<file path="src/hdl/mqu_pkg.sv">
// shared constants for the outbound message queue unit
package mqu_pkg;
    localparam int SHELL_AW = 12;
    localparam int LOC_AW = 6;
    // host shell offsets
    localparam logic [11:0] OFF_OPL_STATUS = 12'h030;
    localparam logic [11:0] OFF_OPL_MASK = 12'h034;
    localparam logic [11:0] OFF_IN_Q = 12'h040;
    localparam logic [11:0] OFF_OUT_Q = 12'h044;
    // field positions
    localparam int STATUS_BIT = 3;
    localparam int MASK_BIT = 3;
    localparam int PULL_BIT = 0;
    localparam int ENABLE_BIT = 0;
    localparam int ROUTE_BIT = 1;
    localparam int QBASE_LSB = 20;
    // local processor register offsets
    localparam logic [5:0] LOC_CTRL = 6'h00;
    localparam logic [5:0] LOC_QBASE = 6'h04;
    localparam logic [5:0] LOC_OFL_BOT = 6'h08;
    localparam logic [5:0] LOC_OFL_BOT_INC = 6'h0c;
    localparam logic [5:0] LOC_OFL_TOP = 6'h10;
    localparam logic [5:0] LOC_OPL_BOT = 6'h14;
    localparam logic [5:0] LOC_OPL_TOP = 6'h18;
    localparam logic [5:0] LOC_OPL_TOP_INC = 6'h1c;
    localparam logic [5:0] LOC_ALIAS = 6'h20;
    // values
    localparam logic [31:0] EMPTY_READ = 32'hffff_ffff;
    localparam logic [31:0] ZERO_WORD = 32'h0000_0000;
    localparam logic [19:0] PTR_STEP = 20'h0_0004;
    localparam logic [19:0] RING_MIN = 20'h0_0400;
    localparam logic [31:0] PTR_RST = 32'h0000_0000;
    localparam logic [11:0] QBASE_RST = 12'h000;
    localparam logic [2:0] QSIZE_RST = 3'h0;

    // ring length in bytes is RING_MIN << sel
    function automatic logic [19:0] ring_mask(input logic [2:0] sel);
        ring_mask = (RING_MIN << sel) - 20'h0_0001;
    endfunction
endpackage

</file>
<file path="src/hdl/mqu_outbound_top.sv">
// outbound free/post list manager with host queue port and interrupt
// Operation
// device keeps bottom and top pointers of outbound free and post lists
// processor takes free frame at free bottom, then advances it by four
// processor stores reply frame at post top, then advances it by four
// status bit set while post list holds any entry
// host interrupt only when status set and not masked
// post list non-empty exactly when bottom differs from top
// host reads queue port 0x044 to get next reply frame
// status and mask mirrored into interrupt status register zero
// processor must set routing bit so interrupt reaches the pin
// queue port read fetches post bottom entry as delayed memory read
// after each served read, post bottom advances and is compared
// status clears itself once post bottom equals post top
// queue port read on empty post list returns all ones
// host returns processed frame by writing queue port 0x044
// queue port write stored at free top, then free top advances
// low four address bits: bit 0 pull flag, bits 3:1 ignored
// inbound port write passed on unchanged as ordinary posted frame
// host posts pull frames by writing extended address to 0x040
// processor limits free frames so post list never overflows
// processor alternates pull bit on each pass of host free list
// host free list aligned to its own size
// mask bit 0 enables, 1 masks; status unaffected
// status flag is bit three of its register
// with unit disabled, status and mask registers do not answer
// pointers wrap to list start past configured size
`timescale 1ns/1ps
`default_nettype none
module mqu_outbound_top
    import mqu_pkg::*;
(
    input wire logic SYS_CLK,
    input wire logic RST,
    input wire logic CE,
    input wire logic HOST_REQ,
    input wire logic HOST_WE,
    input wire logic [mqu_pkg::SHELL_AW-1:0] HOST_ADDR,
    input wire logic [31:0] HOST_WDATA,
    output logic HOST_ACK,
    output logic HOST_NOCLAIM,
    output logic [31:0] HOST_RDATA,
    output logic HOST_IRQ,
    output logic MEM_REQ,
    output logic MEM_WE,
    output logic [31:0] MEM_ADDR,
    output logic [31:0] MEM_WDATA,
    input wire logic MEM_ACK,
    input wire logic [31:0] MEM_RDATA,
    input wire logic LP_WE,
    input wire logic [mqu_pkg::LOC_AW-1:0] LP_ADDR,
    input wire logic [31:0] LP_WDATA,
    output logic [31:0] LP_RDATA,
    output logic IN_POST_VALID,
    output logic [31:0] IN_POST_DATA,
    output logic IN_POST_PULL,
    output logic IRQ_STAT_ALIAS,
    output logic IRQ_MASK_ALIAS
);
    typedef enum logic [1:0] {ST_IDLE, ST_RD, ST_WR} mqu_state_t;

    mqu_state_t state_q, state_d;
    logic msg_unit_enable_q, host_msg_irq_route_q, post_list_irq_mask_bit_q;
    logic [11:0] qbase_q;
    logic [2:0] qsize_q;
    logic [19:0] mask;
    logic [31:0] ofl_bot, ofl_top, opl_bot, opl_top;

    // host request decode
    logic take, hit_status, hit_mask, hit_inq, hit_outq;
    logic rd_outq, wr_outq, quick;
    logic post_list_service_request;
    logic opl_bot_adv, ofl_top_adv;

    assign mask = ring_mask(qsize_q);
    assign post_list_service_request = (opl_bot != opl_top);
    // no new request while the previous answer is still on the port
    assign take = CE && HOST_REQ && (state_q == ST_IDLE) && !HOST_ACK && !HOST_NOCLAIM;
    assign hit_status = (HOST_ADDR == OFF_OPL_STATUS);
    assign hit_mask = (HOST_ADDR == OFF_OPL_MASK);
    assign hit_inq = (HOST_ADDR == OFF_IN_Q);
    assign hit_outq = (HOST_ADDR == OFF_OUT_Q);
    assign rd_outq = take && msg_unit_enable_q && hit_outq && !HOST_WE
        && post_list_service_request;
    assign wr_outq = take && msg_unit_enable_q && hit_outq && HOST_WE;
    assign quick = take && msg_unit_enable_q && !rd_outq && !wr_outq;
    assign opl_bot_adv = (state_q == ST_RD) && MEM_ACK;
    assign ofl_top_adv = (state_q == ST_WR) && MEM_ACK;

    // local register writes
    logic lw_ctrl, lw_qbase, lw_ofl_bot, lw_ofl_bot_inc, lw_ofl_top;
    logic lw_opl_bot, lw_opl_top, lw_opl_top_inc;
    assign lw_ctrl = LP_WE && (LP_ADDR == LOC_CTRL);
    assign lw_qbase = LP_WE && (LP_ADDR == LOC_QBASE);
    assign lw_ofl_bot = LP_WE && (LP_ADDR == LOC_OFL_BOT);
    assign lw_ofl_bot_inc = LP_WE && (LP_ADDR == LOC_OFL_BOT_INC);
    assign lw_ofl_top = LP_WE && (LP_ADDR == LOC_OFL_TOP);
    assign lw_opl_bot = LP_WE && (LP_ADDR == LOC_OPL_BOT);
    assign lw_opl_top = LP_WE && (LP_ADDR == LOC_OPL_TOP);
    assign lw_opl_top_inc = LP_WE && (LP_ADDR == LOC_OPL_TOP_INC);

    // four list pointers, each a circular register
    mqu_ring_ptr u_ofl_bot (
        .clk(SYS_CLK), .rst(RST), .ce(CE),
        .load(lw_ofl_bot), .load_val(LP_WDATA), .adv(lw_ofl_bot_inc),
        .base_hi(qbase_q), .mask(mask), .ptr_q(ofl_bot)
    );
    mqu_ring_ptr u_ofl_top (
        .clk(SYS_CLK), .rst(RST), .ce(CE),
        .load(lw_ofl_top), .load_val(LP_WDATA), .adv(ofl_top_adv),
        .base_hi(qbase_q), .mask(mask), .ptr_q(ofl_top)
    );
    mqu_ring_ptr u_opl_bot (
        .clk(SYS_CLK), .rst(RST), .ce(CE),
        .load(lw_opl_bot), .load_val(LP_WDATA), .adv(opl_bot_adv),
        .base_hi(qbase_q), .mask(mask), .ptr_q(opl_bot)
    );
    mqu_ring_ptr u_opl_top (
        .clk(SYS_CLK), .rst(RST), .ce(CE),
        .load(lw_opl_top), .load_val(LP_WDATA), .adv(lw_opl_top_inc),
        .base_hi(qbase_q), .mask(mask), .ptr_q(opl_top)
    );

    // control registers
    always_ff @(posedge SYS_CLK) begin
        if (RST) begin
            msg_unit_enable_q <= 1'b0;
            host_msg_irq_route_q <= 1'b0;
            qbase_q <= QBASE_RST;
            qsize_q <= QSIZE_RST;
        end else if (CE) begin
            if (lw_ctrl) begin
                msg_unit_enable_q <= LP_WDATA[ENABLE_BIT];
                host_msg_irq_route_q <= LP_WDATA[ROUTE_BIT];
            end
            if (lw_qbase) begin
                qbase_q <= LP_WDATA[31:QBASE_LSB];
                qsize_q <= LP_WDATA[2:0];
            end
        end
    end

    // host writes to the mask register; status stays independent of it
    always_ff @(posedge SYS_CLK) begin
        if (RST) begin
            post_list_irq_mask_bit_q <= 1'b0;
        end else if (CE && quick && hit_mask && HOST_WE) begin
            post_list_irq_mask_bit_q <= HOST_WDATA[MASK_BIT];
        end
    end

    // host read data for the quick answers
    logic [31:0] quick_rdata;
    assign quick_rdata = hit_status ? (ZERO_WORD | (32'(post_list_service_request)
        << STATUS_BIT)) : hit_mask ? (ZERO_WORD | (32'(post_list_irq_mask_bit_q)
        << MASK_BIT)) : hit_outq ? EMPTY_READ : ZERO_WORD;

    // delayed read / delayed write sequencer toward local memory
    always_comb begin
        state_d = state_q;
        case (state_q)
            ST_IDLE: begin
                if (rd_outq) begin
                    state_d = ST_RD;
                end else if (wr_outq) begin
                    state_d = ST_WR;
                end
            end
            ST_RD: begin
                if (MEM_ACK) begin
                    state_d = ST_IDLE;
                end
            end
            ST_WR: begin
                if (MEM_ACK) begin
                    state_d = ST_IDLE;
                end
            end
            default: state_d = ST_IDLE;
        endcase
    end

    always_ff @(posedge SYS_CLK) begin
        if (RST) begin
            state_q <= ST_IDLE;
        end else if (CE) begin
            state_q <= state_d;
        end
    end

    // memory master: request held until the memory acknowledges
    always_ff @(posedge SYS_CLK) begin
        if (RST) begin
            MEM_REQ <= 1'b0;
            MEM_WE <= 1'b0;
            MEM_ADDR <= ZERO_WORD;
            MEM_WDATA <= ZERO_WORD;
        end else if (CE) begin
            if (rd_outq) begin
                MEM_REQ <= 1'b1;
                MEM_WE <= 1'b0;
                MEM_ADDR <= opl_bot;
            end else if (wr_outq) begin
                MEM_REQ <= 1'b1;
                MEM_WE <= 1'b1;
                MEM_ADDR <= ofl_top;
                MEM_WDATA <= HOST_WDATA;
            end else if (MEM_ACK) begin
                MEM_REQ <= 1'b0;
                MEM_WE <= 1'b0;
            end
        end
    end

    // host answer: one-cycle acknowledge, data held until the next answer
    always_ff @(posedge SYS_CLK) begin
        if (RST) begin
            HOST_ACK <= 1'b0;
            HOST_NOCLAIM <= 1'b0;
            HOST_RDATA <= ZERO_WORD;
        end else if (CE) begin
            HOST_ACK <= quick || ((state_q != ST_IDLE) && MEM_ACK);
            // disabled unit leaves the whole shell unclaimed
            HOST_NOCLAIM <= take && !msg_unit_enable_q;
            if (quick && !HOST_WE) begin
                HOST_RDATA <= quick_rdata;
            end else if (opl_bot_adv) begin
                HOST_RDATA <= MEM_RDATA;
            end
        end
    end

    // inbound port writes pass on untouched; pull flag only decoded
    always_ff @(posedge SYS_CLK) begin
        if (RST) begin
            IN_POST_VALID <= 1'b0;
            IN_POST_DATA <= ZERO_WORD;
            IN_POST_PULL <= 1'b0;
        end else if (CE) begin
            IN_POST_VALID <= quick && hit_inq && HOST_WE;
            if (quick && hit_inq && HOST_WE) begin
                IN_POST_DATA <= HOST_WDATA;
                IN_POST_PULL <= HOST_WDATA[PULL_BIT];
            end
        end
    end

    // interrupt and its aliases
    always_ff @(posedge SYS_CLK) begin
        if (RST) begin
            HOST_IRQ <= 1'b0;
            IRQ_STAT_ALIAS <= 1'b0;
            IRQ_MASK_ALIAS <= 1'b0;
        end else if (CE) begin
            HOST_IRQ <= post_list_service_request && !post_list_irq_mask_bit_q
                && host_msg_irq_route_q;
            IRQ_STAT_ALIAS <= post_list_service_request;
            IRQ_MASK_ALIAS <= post_list_irq_mask_bit_q;
        end
    end

    // local register readback
    logic [31:0] lp_mux;
    assign lp_mux = (LP_ADDR == LOC_CTRL) ? (ZERO_WORD
            | (32'(msg_unit_enable_q) << ENABLE_BIT)
            | (32'(host_msg_irq_route_q) << ROUTE_BIT))
        : (LP_ADDR == LOC_QBASE) ? {qbase_q, 17'h0_0000, qsize_q}
        : (LP_ADDR == LOC_OFL_BOT) ? ofl_bot
        : (LP_ADDR == LOC_OFL_TOP) ? ofl_top
        : (LP_ADDR == LOC_OPL_BOT) ? opl_bot
        : (LP_ADDR == LOC_OPL_TOP) ? opl_top
        : (LP_ADDR == LOC_ALIAS) ? (ZERO_WORD
            | (32'(post_list_service_request) << STATUS_BIT)
            | (32'(post_list_irq_mask_bit_q) << MASK_BIT))
        : ZERO_WORD;

    always_ff @(posedge SYS_CLK) begin
        if (RST) begin
            LP_RDATA <= ZERO_WORD;
        end else if (CE) begin
            LP_RDATA <= lp_mux;
        end
    end
endmodule // mqu_outbound_top
`default_nettype wire

</file>
<file path="src/hdl/mqu_ring_ptr.sv">
// one circular-list pointer with load, advance and wrap
`timescale 1ns/1ps
`default_nettype none
module mqu_ring_ptr
    import mqu_pkg::*;
(
    input wire logic clk,
    input wire logic rst,
    input wire logic ce,
    input wire logic load,
    input wire logic [31:0] load_val,
    input wire logic adv,
    input wire logic [11:0] base_hi,
    input wire logic [19:0] mask,
    output logic [31:0] ptr_q
);
    logic [19:0] off_next;
    logic [31:0] ptr_d;

    // offset wraps inside the power-of-two ring
    assign off_next = (ptr_q[19:0] + PTR_STEP) & mask;
    assign ptr_d = load ? load_val : adv ? {base_hi, off_next} : ptr_q;

    always_ff @(posedge clk) begin
        if (rst) begin
            ptr_q <= PTR_RST;
        end else if (ce) begin
            ptr_q <= ptr_d;
        end
    end
endmodule // mqu_ring_ptr
`default_nettype wire

</file>
<file path="config.mk">
export PLATFORM = sky130hd
export DESIGN_NAME = mqu_outbound_top
export DESIGN_NICKNAME = d
export VERILOG_FILES = /design/src/hdl/mqu_pkg.sv /design/src/hdl/mqu_outbound_top.sv /design/src/hdl/mqu_ring_ptr.sv
export SDC_FILE = /design/constraint.sdc
export NUM_CORES = 1
export LEC_CHECK = 0
export BUFFER_PORTS_ARGS = -buffer_cell sky130_fd_sc_hd__buf_2
export CAP_MARGIN = 20
export CORE_UTILIZATION = 49
export CTS_BUF_LIST = sky130_fd_sc_hd__clkbuf_4 sky130_fd_sc_hd__clkbuf_8
export DETAILED_ROUTE_END_ITERATION = 6
export PLACE_DENSITY = 0.74
export SLEW_MARGIN = 20
export SYNTH_ARGS = -nofsm -noshare
export SYNTH_HDL_FRONTEND = slang
export SYNTH_SLANG_ARGS = --single-unit
</file>
<file path="constraint.sdc">
create_clock -name SYS_CLK -period 7.1 [get_ports SYS_CLK]
set_input_delay 1.42 -clock SYS_CLK [delete_from_list [all_inputs] [get_ports SYS_CLK]]
set_output_delay 1.42 -clock SYS_CLK [all_outputs]
set_load 0.02 [all_outputs]
</file>
==> Word-level counts from Yosys, hierarchy flattened <==
Cells that the tools add are included.
{ "classes": {"shift": 1, "bitwise": 7, "n_addsub": 5, "n_mux": 30, "n_reduce_logical": 62, "n_eq_ne": 17} }
{ "op_table": {"columns": ["cell", "count"], "rows": [
  ["$mux W32", 21],
  ["$add A20 B3 Y20 const B", 4],
  ["$and A20 B20 Y20", 4],
  ["$ne A32 B32 Y1", 1],
  ["$logic_and A1 B1 Y1", 31],
  ["$eq A12 B6 Y1 const B", 2],
  ["$eq A12 B7 Y1 const B", 2],
  ["$eq A6 B5 Y1 const B", 4],
  ["$reduce_and A2 Y1", 10],
  ["$shl A11 B3 Y20 const A", 1],
  ["$sub A20 B1 Y20 const B", 1],
  ["$reduce_bool A2 Y1", 7],
  ["$eq A6 B4 Y1 const B", 2],
  ["$logic_not A1 Y1", 7],
  ["$eq A6 B3 Y1 const B", 1],
  ["$eq A6 B6 Y1 const B", 1],
  ["$logic_not A6 Y1", 1],
  ["$mux W2", 3],
  ["$reduce_and A3 Y1", 2],
  ["$mux W1", 4],
  ["$mux W4", 1],
  ["$or A4 B4 Y4", 1],
  ["$pmux W2 S2", 1],
  ["$ne A3 B3 Y1 const B", 1],
  ["9 further kinds", 9]
]} }
{ "totals": {"wordCells": 146, "regBits": 317, "out_inout_bits": 169, "input_bits": 121} }

==> Logic depth before layout (Yosys ltp) <==
Gate-level depths: netlist of the first run.
{ "depth": {"depth_word": 14, "depth_mapped": 10, "mapped_depth_nobuf": 8} }

==> Modules after synthesis <==
Synthesis of the first run repeated with hierarchy kept, for this count alone.
{ "hier_totals": {"hier_cells": 1884, "hier_area_um2": 15721.3} }
{ "modules_own_cells": {"columns": ["module", "instances", "cells_each", "area_each_um2", "seq_area_each_um2"], "rows": [
  ["mqu_outbound_top", 1, 977, 8284.2, 3763.6],
  ["mqu_ring_ptr at u_ofl_top ...", 3, 226, 1856.8, 640.6],
  ["mqu_ring_ptr at u_ofl_bot", 1, 229, 1866.8, 640.6]
]} }

==> Worst setup path after synthesis of the first run <==
No wires, ideal clock.
{ "synth_path": {"path_type": "in2reg", "start": "input HOST_ADDR[9] in the netlist's numbering", "end": "register HOST_RDATA[0]", "setup_slack_ps": 3743, "required_time_ps": 6977, "stages": 8, "setup_ps": 123, "n_path_buf": 2, "t_arrival_ps": 3234, "cell_sequence": "or4_1 > nor4_2 > and2_1 > buf_2 > o21a_2 > o32a_2 > buf_4 > a22oi_2"} }
{ "synth_between": {"elab_chain_cells": 10, "word_cells_on_any_way": 18, "classes_between": "eq/ne: 3; mux: 4; reduce/logical: 11"} }
{ "synth_lines": {"columns": ["item", "line", "rtl"], "rows": [
  ["start: declaration", "mqu_outbound_top.sv:38", "input wire logic [mqu_pkg::SHELL_AW-1:0] HOST_ADDR,"],
  ["$eq A12 B7 Y1", "mqu_outbound_top.sv:82", "assign hit_outq = (HOST_ADDR == OFF_OUT_Q);"],
  ["$logic_and A1 B1 Y1", "mqu_outbound_top.sv:83, mqu_outbound_top.sv:85", null],
  ["$logic_and A1 B1 Y1", "mqu_outbound_top.sv:83", "assign rd_outq = take && msg_unit_enable_q && hit_outq && !HOST_WE"],
  ["$logic_and A1 B1 Y1", "mqu_outbound_top.sv:84", "&& post_list_service_request;"],
  ["$logic_not A1 Y1", "mqu_outbound_top.sv:86", "assign quick = take && msg_unit_enable_q && !rd_outq && !wr_outq;"],
  ["$logic_and A1 B1 Y1 (2 in series)", "mqu_outbound_top.sv:86", null],
  ["$logic_and A1 B1 Y1", "mqu_outbound_top.sv:225", "if (quick && !HOST_WE) begin"],
  ["$reduce_bool A2 Y1 (no line)", null, null],
  ["$reduce_and A2 Y1 (no line)", null, null],
  ["end signal: assignment", "mqu_outbound_top.sv:226", "HOST_RDATA <= quick_rdata;"],
  ["end: declaration", "mqu_outbound_top.sv:42", "output logic [31:0] HOST_RDATA,"]
]} }
Several ways; a longest one is shown, not always the timed one.
A chain may end at the register's enable or synchronous reset.

==> Worst setup path in the final report of the first run <==
{ "layout_path": {"start": "input HOST_ADDR[9] in the netlist's numbering", "end": "register HOST_RDATA[15]"} }
Same word-level chain as after synthesis.

==> results of run 1 <==
## per-stage QoR
stage          worst slack, ns  utilization  total power [mW]
2_1_floorplan             3.74            -              1.94
3_3_place_gp              2.50        0.542              2.03
3_5_place_dp              2.38        0.542              2.03
4_1_cts                   2.99        0.576              3.68
5_1_grt                   2.99        0.577              3.78
6_report                  3.16        0.577              3.67
## power breakdown
part / switching (mW) / internal [mW]
Sequential: 0.00663 / 1.78
Combinational: 0.153 / 0.0591
Clock: 0.741 / 0.930
Total: 0.902 / 2.77
## critical path: stages
cell     delay (ns)
buf_2          0.09
or4_1          0.58
nor4_2         0.44
and2_2         0.26
o21a_2         0.54
o32a_2         0.85
a22oi_1        0.17
## layer usage
metal  part of all wire  vias up  track usage  wire (um)
li1                   -     7709            -          -
met4              0.024        0       0.0925       1250
met5                  0        -            0          0
met1               0.44     7673        0.466      23200
met3               0.11       89       0.0527       5690
met2               0.43      893        0.444      22600
## flip-flops by register name (all words and copies together), names as in the netlist, 2 cells and up
name             flops
u_ofl_top.ptr_q     32
MEM_ADDR            32
qsize_q              3
IN_POST_DATA        32
MEM_WDATA           32
qbase_q             12
u_opl_top.ptr_q     32
u_opl_bot.ptr_q     32
LP_RDATA            32
HOST_RDATA          32
u_ofl_bot.ptr_q     32
state_q              2
## path summary, 6_finish.rpt
path                                        to  slack, ns  cells after the start
worst max-delay path            HOST_RDATA[15]       3.16                      7
worst min-delay path             MEM_WDATA[26]       0.45                      2
worst max register to register  HOST_RDATA[15]       3.58                      8
worst min register to register   MEM_WDATA[26]       0.45                      2
## cell families (layout without fill, tap and decap cells)
logic type,after synthesis,in the layout,synth area share
AO/OA/AOI/OAI,594,594,0.254
XOR/XNOR,45,45,0.0250
adder cells (fa/ha/maj),7,7,0.00555
buffers and inverters,246,456,0.0632
flip-flops,316,316,0.401
multiplexers,39,39,0.0249
other,0,1,0
AND/OR/NAND/NOR,821,821,0.226
## cell usage in the layout (no fill, tap or decap), drive strengths merged, types with 60 or more instances in the layout
| cell type | n |
|---|---|
| a21oi | 174 |
| a22oi | 61 |
| a311oi | 60 |
| a31oi | 69 |
| buf | 315 |
| clkbuf | 88 |
| dfxtp | 316 |
| nand2 | 385 |
| nor2 | 205 |
| nor3 | 65 |
| o22ai | 65 |
## area by class of cell
cell class / instances / area share
Clock inverter: 6 / 0.00192
Antenna cell: 1 / 0.000137
Sequential cell: 316 / 0.347
Tap cell: 402 / 0.0276
Timing Repair Buffer: 315 / 0.0905
Inverter: 47 / 0.00967
Multi-Input combinational cell: 1506 / 0.466
Clock buffer: 88 / 0.0578
==> results.sh, run 1 <==
export IMPL_status="finished clean"
export IMPL_antenna_found_initial=1
export IMPL_ant_nets=0
export IMPL_dp_hpwl_mm=36.2
export IMPL_r2r_start="state_q[1]"
export IMPL_final_seq_area_um2=6330
export IMPL_max_freq_mhz=254
export IMPL_cts_htree_levels=2
export IMPL_final_cell_area_um2=18200
export IMPL_grt_pass1_vias=14300
export IMPL_synth_cell_type_count=63
export IMPL_startpoint="HOST_ADDR[9]"
export IMPL_finalSetupTns_ns=0
export IMPL_worst_pin_slew_ns=1.06
export IMPL_path_clk_slew_ns=0.06
export IMPL_crit_type="primary input to flop"
export IMPL_cts_buffer_depth=3
export IMPL_postCtsResizedCells=0
export IMPL_grt_pass1_wl_mm=81.7
export IMPL_clk_latency_ns=0.61
export IMPL_wl_per_cell_um=19.7
export IMPL_synth_nets=2196
export IMPL_yosysMostFrequentCell="nand2_1"
export IMPL_fin_crit_sh=0.554
export IMPL_cts_setup_buffers=0
export IMPL_dieArea_um2=32900
export IMPL_whs_ns=0.451
export IMPL_drc_errors=0
export IMPL_synth_common_cells="nand2_1 (385), dfxtp_1 (316), nor2_1 (205)"
export IMPL_rsz0062_at_grt="false"
export IMPL_chipWidth_um=181
export IMPL_hold_viol=0
export IMPL_first_pass_iters=6
export IMPL_pin_count=290
export IMPL_root_buffer="clkbuf_8"
export IMPL_multiInputGateArea_um2=8500
export IMPL_final_cells=2681
export IMPL_startpoint_type="primary input"
export IMPL_wl_mm=52.7
export IMPL_maxCapViolCount=0
export IMPL_synth_seq_cells=316
export IMPL_post_place_cells=2586
export IMPL_ir_drop_uv=127
export IMPL_synth_edf_count=0
export IMPL_drt_initial_drc_count=2112
export IMPL_ys_async_sr_fraction=0
export IMPL_port_buffer_count=289
export IMPL_route_vias_total=16400
export IMPL_cp_required_ns=7.54
export IMPL_max_slew_margin_rel=0.289
export IMPL_die_y_um=181
export IMPL_post_route_min_period_ns=3.94
export IMPL_setup_viol=0
export IMPL_syn_inst=2068
export IMPL_final_max_slew_viol_count=0
export IMPL_placementRows=65
export IMPL_place_area_um2=17100
export IMPL_synth_area_leaders="dfxtp_1 (40%), nand2_1 (9.2%), a21oi_1 (5.5%)"
export IMPL_avgSynthCellArea_um2=7.63
export IMPL_yosysTopAreaCell="dfxtp_1"
export IMPL_synth_main_ff_cell="dfxtp_1"
export IMPL_vias_per_cell=6.10
export IMPL_fin_skew_ns=0.00872
export IMPL_nFillCells=2959
export IMPL_worst_setup_path_end_kind="flop"
export IMPL_critPathMaxFanout=33
export IMPL_track_usage=0.309
export IMPL_yosys_warnings=0
export IMPL_synth_top_area_frac=0.401
export IMPL_hp_start="MEM_WDATA[26]"
export IMPL_synth_seq_area_share=0.401
export IMPL_worstPathArrival_ns=4.38
export IMPL_finalNetCount=2367
export IMPL_holdBufCountCts=0
export IMPL_synth_cell_area_um2=15800
export IMPL_place_congestion=0.951
export IMPL_tritoncts="done"
export IMPL_cts_sinks=316
export IMPL_coreArea_um2=31600
export IMPL_syn2layout_area_growth_pct=15.7
export IMPL_drive_gt1_frac=0.204
export IMPL_hp_class="flop to flop"
export IMPL_numCtsBuffers=53
export IMPL_p_leak_nw=6.92
export IMPL_power_density_nw_per_um2=201
export IMPL_gr_total_overflow=0
export IMPL_grt_max_degree=159
export IMPL_initial_core_util=0.499
(Power assumes the default switching activity.)
==> inputs of run 2 (changes only) <==
==> constraint.sdc (replaced) <==
create_clock -name SYS_CLK -period 3.8 [get_ports SYS_CLK]
set_input_delay 0.76 -clock SYS_CLK [delete_from_list [all_inputs] [get_ports SYS_CLK]]
set_output_delay 0.76 -clock SYS_CLK [all_outputs]
set_load 0.02 [all_outputs]
==> run 2 against run 1 <==
Effect of this change:
- core utilization is 0.66 points higher
- first-iteration DRC count is 11% lower
- total power is 87% higher
- sequential share of layout area is 0.39 points lower
- combinational power is 85% higher
- non-clock buffer count is 20 higher
- hold slack worse by 0.043 ns
- wire length is 2.3% lower
- global-route usage is 0.71 points lower
- final cell count is 0.90% higher
- critical path depth stayed put
- critical path type is now flop to flop
- largest power group unchanged
- highest routed layer is now met5
==> results.sh, run 2 (synthesis gave the netlist of run 1 again) <==
export IMPL_status="finished clean"
export IMPL_grt_max_degree=225
export IMPL_drive_gt1_frac=0.208
export IMPL_setup_viol=0
export IMPL_grt_use_met2=0.429
export IMPL_die_y_um=181
export IMPL_maxCapViolCount=0
export IMPL_max_freq_mhz=331
export IMPL_slowest_stage="dfxtp_1"
export IMPL_place_area_um2=17300
export IMPL_placementRows=65
export IMPL_r2r_start="u_opl_bot.ptr_q[13]"
export IMPL_drc_errors=0
export IMPL_gr_total_overflow=0
export IMPL_cts_buffer_depth=3
export IMPL_p_leak_nw=7.04
export IMPL_wl_per_cell_um=19.0
export IMPL_fin_crit_sh=0.795
export IMPL_startpoint="u_opl_bot.ptr_q[13]"
export IMPL_ir_drop_uv=273
export IMPL_use_met1=0.457
export IMPL_power_density_nw_per_um2=372
export IMPL_hold_viol=0
export IMPL_grt_pass1_wl_mm=80.1
export IMPL_max_slew_margin_rel=0.202
export IMPL_dieArea_um2=32900
export IMPL_track_usage=0.302
export IMPL_worstPathCellList="xor2_1 > nor4_1 > nand4_1 > or2_1 > or3_1 > buf_4 > a22oi_1"
export IMPL_worst_setup_path_end_kind="flop"
export IMPL_drt_initial_drc_count=1880
export IMPL_clk_latency_ns=0.60
export IMPL_syn2layout_area_growth_pct=17.0
export IMPL_finalSetupTns_ns=0
export IMPL_fin_skew_ns=0.0370
export IMPL_cts_setup_buffers=0
export IMPL_wl_mm=51.5
export IMPL_cts_sinks=316
export IMPL_grt_pass1_vias=14500
export IMPL_ant_nets=0
export IMPL_antenna_found_initial=6
export IMPL_root_buffer="clkbuf_8"
export IMPL_fin_util=0.583
export IMPL_postCtsResizedCells=0
export IMPL_finalNetCount=2386
export IMPL_startpoint_type="flop"
export IMPL_holdBufCountCts=0
export IMPL_critPathMaxStageDelay_ns=0.56
export IMPL_initial_core_util=0.499
export IMPL_numCtsBuffers=52
export IMPL_hp_class="primary input to flop"
export IMPL_port_buffer_count=289
export IMPL_critPathMaxFanout=31
export IMPL_finalWorstSetupSlack_ns=0.779
export IMPL_mostFrequentLayoutCell="nand2_1"
export IMPL_vias_per_cell=6.02
export IMPL_top_usage_layer="met1"
export IMPL_route_vias_total=16300
export IMPL_crit_type="flop to flop"
export IMPL_rsz0062_at_grt="false"
export IMPL_final_cell_area_um2=18500
export IMPL_dp_slack_ns=0.661
export IMPL_dp_hpwl_mm=35.9
export IMPL_reg2reg_to="HOST_RDATA[15]"
export IMPL_final_max_slew_viol_count=0
export IMPL_endpoint="HOST_RDATA[15]"
export IMPL_first_pass_iters=5
export IMPL_reg2reg_slack_ns=0.78
export IMPL_nFillCells=2934
export IMPL_cts_htree_levels=2
export IMPL_tritoncts="done"
export IMPL_path_clk_slew_ns=0.06
export IMPL_worst_pin_slew_ns=1.20
export IMPL_coreArea_um2=31600
export IMPL_layout_common_cells="nand2_1 (385), dfxtp_1 (316), buf_2 (288), nor2_1 (202), a21oi_1 (174)"
export IMPL_cp_required_ns=4.31
export IMPL_power_mw=6.87
export IMPL_reg2regPathDepth=7
export IMPL_grtUsageMet3=0.0499
export IMPL_place_congestion=0.906
export IMPL_post_route_min_period_ns=3.02
export IMPL_worstPathArrival_ns=3.53
export IMPL_chipWidth_um=181
export IMPL_pin_count=290
run 2: worst max-delay path, delay by kind of cell, from the launching register on:
kind / cells / cell delay (ns)
simple gates: 4 / 1.76
flops: 1 / 0.56
buf+inv: 1 / 0.29
compound gates: 1 / 0.22
xor+xnor: 1 / 0.12
run 2: worst min-delay path by stage:
stage	end	cells after the start	slack, ns	start
detailed placement	MEM_WDATA[6]	2	0.44	MEM_WDATA[6]
CTS	MEM_WDATA[25]	3	0.39	HOST_WDATA[25]
global placement	MEM_WDATA[29]	2	0.44	MEM_WDATA[29]
global route	IN_POST_DATA[5]	3	0.40	HOST_WDATA[5]
floorplan	u_ofl_bot.ptr_q[17]	2	0.43	u_ofl_bot.ptr_q[17]
finish	MEM_WDATA[25]	3	0.41	HOST_WDATA[25]
run 2: per-layer routing:
metal / vias up / wire, um
met5: - / 8
met2: 847 / 21700
met1: 7595 / 23200
li1: 7747 / -
met3: 97 / 5210
met4: 2 / 1440
run 2: layout make-up:
type / count / area (um^2) / area share
Timing Repair Buffer: 335 / 1870 / 0.101
Clock inverter: 8 / 56.3 / 0.00305
Inverter: 47 / 176 / 0.00956
Antenna cell: 5 / 12.5 / 0.000678
Clock buffer: 86 / 1040 / 0.0563
Sequential cell: 316 / 6330 / 0.343
Tap cell: 402 / 503 / 0.0273
Multi-Input combinational cell: 1506 / 8470 / 0.459
run 2: metrics by stage:
| step | hold WS (ns) | std cells |
|---|---|---|
| after detailed placement | 0.443 | 2605 |
| after global placement | 0.438 | 2605 |
| final | 0.407 | 2705 |
| after CTS | 0.391 | 2699 |
| after floorplan | 0.432 | 2068 |
| after global routing | 0.403 | 2705 |
run 2: power breakdown:
group          internal, mW  switching, mW
registers              3.33         0.0122
logic                 0.115          0.281
clock network          1.72           1.41
total                  5.17           1.70
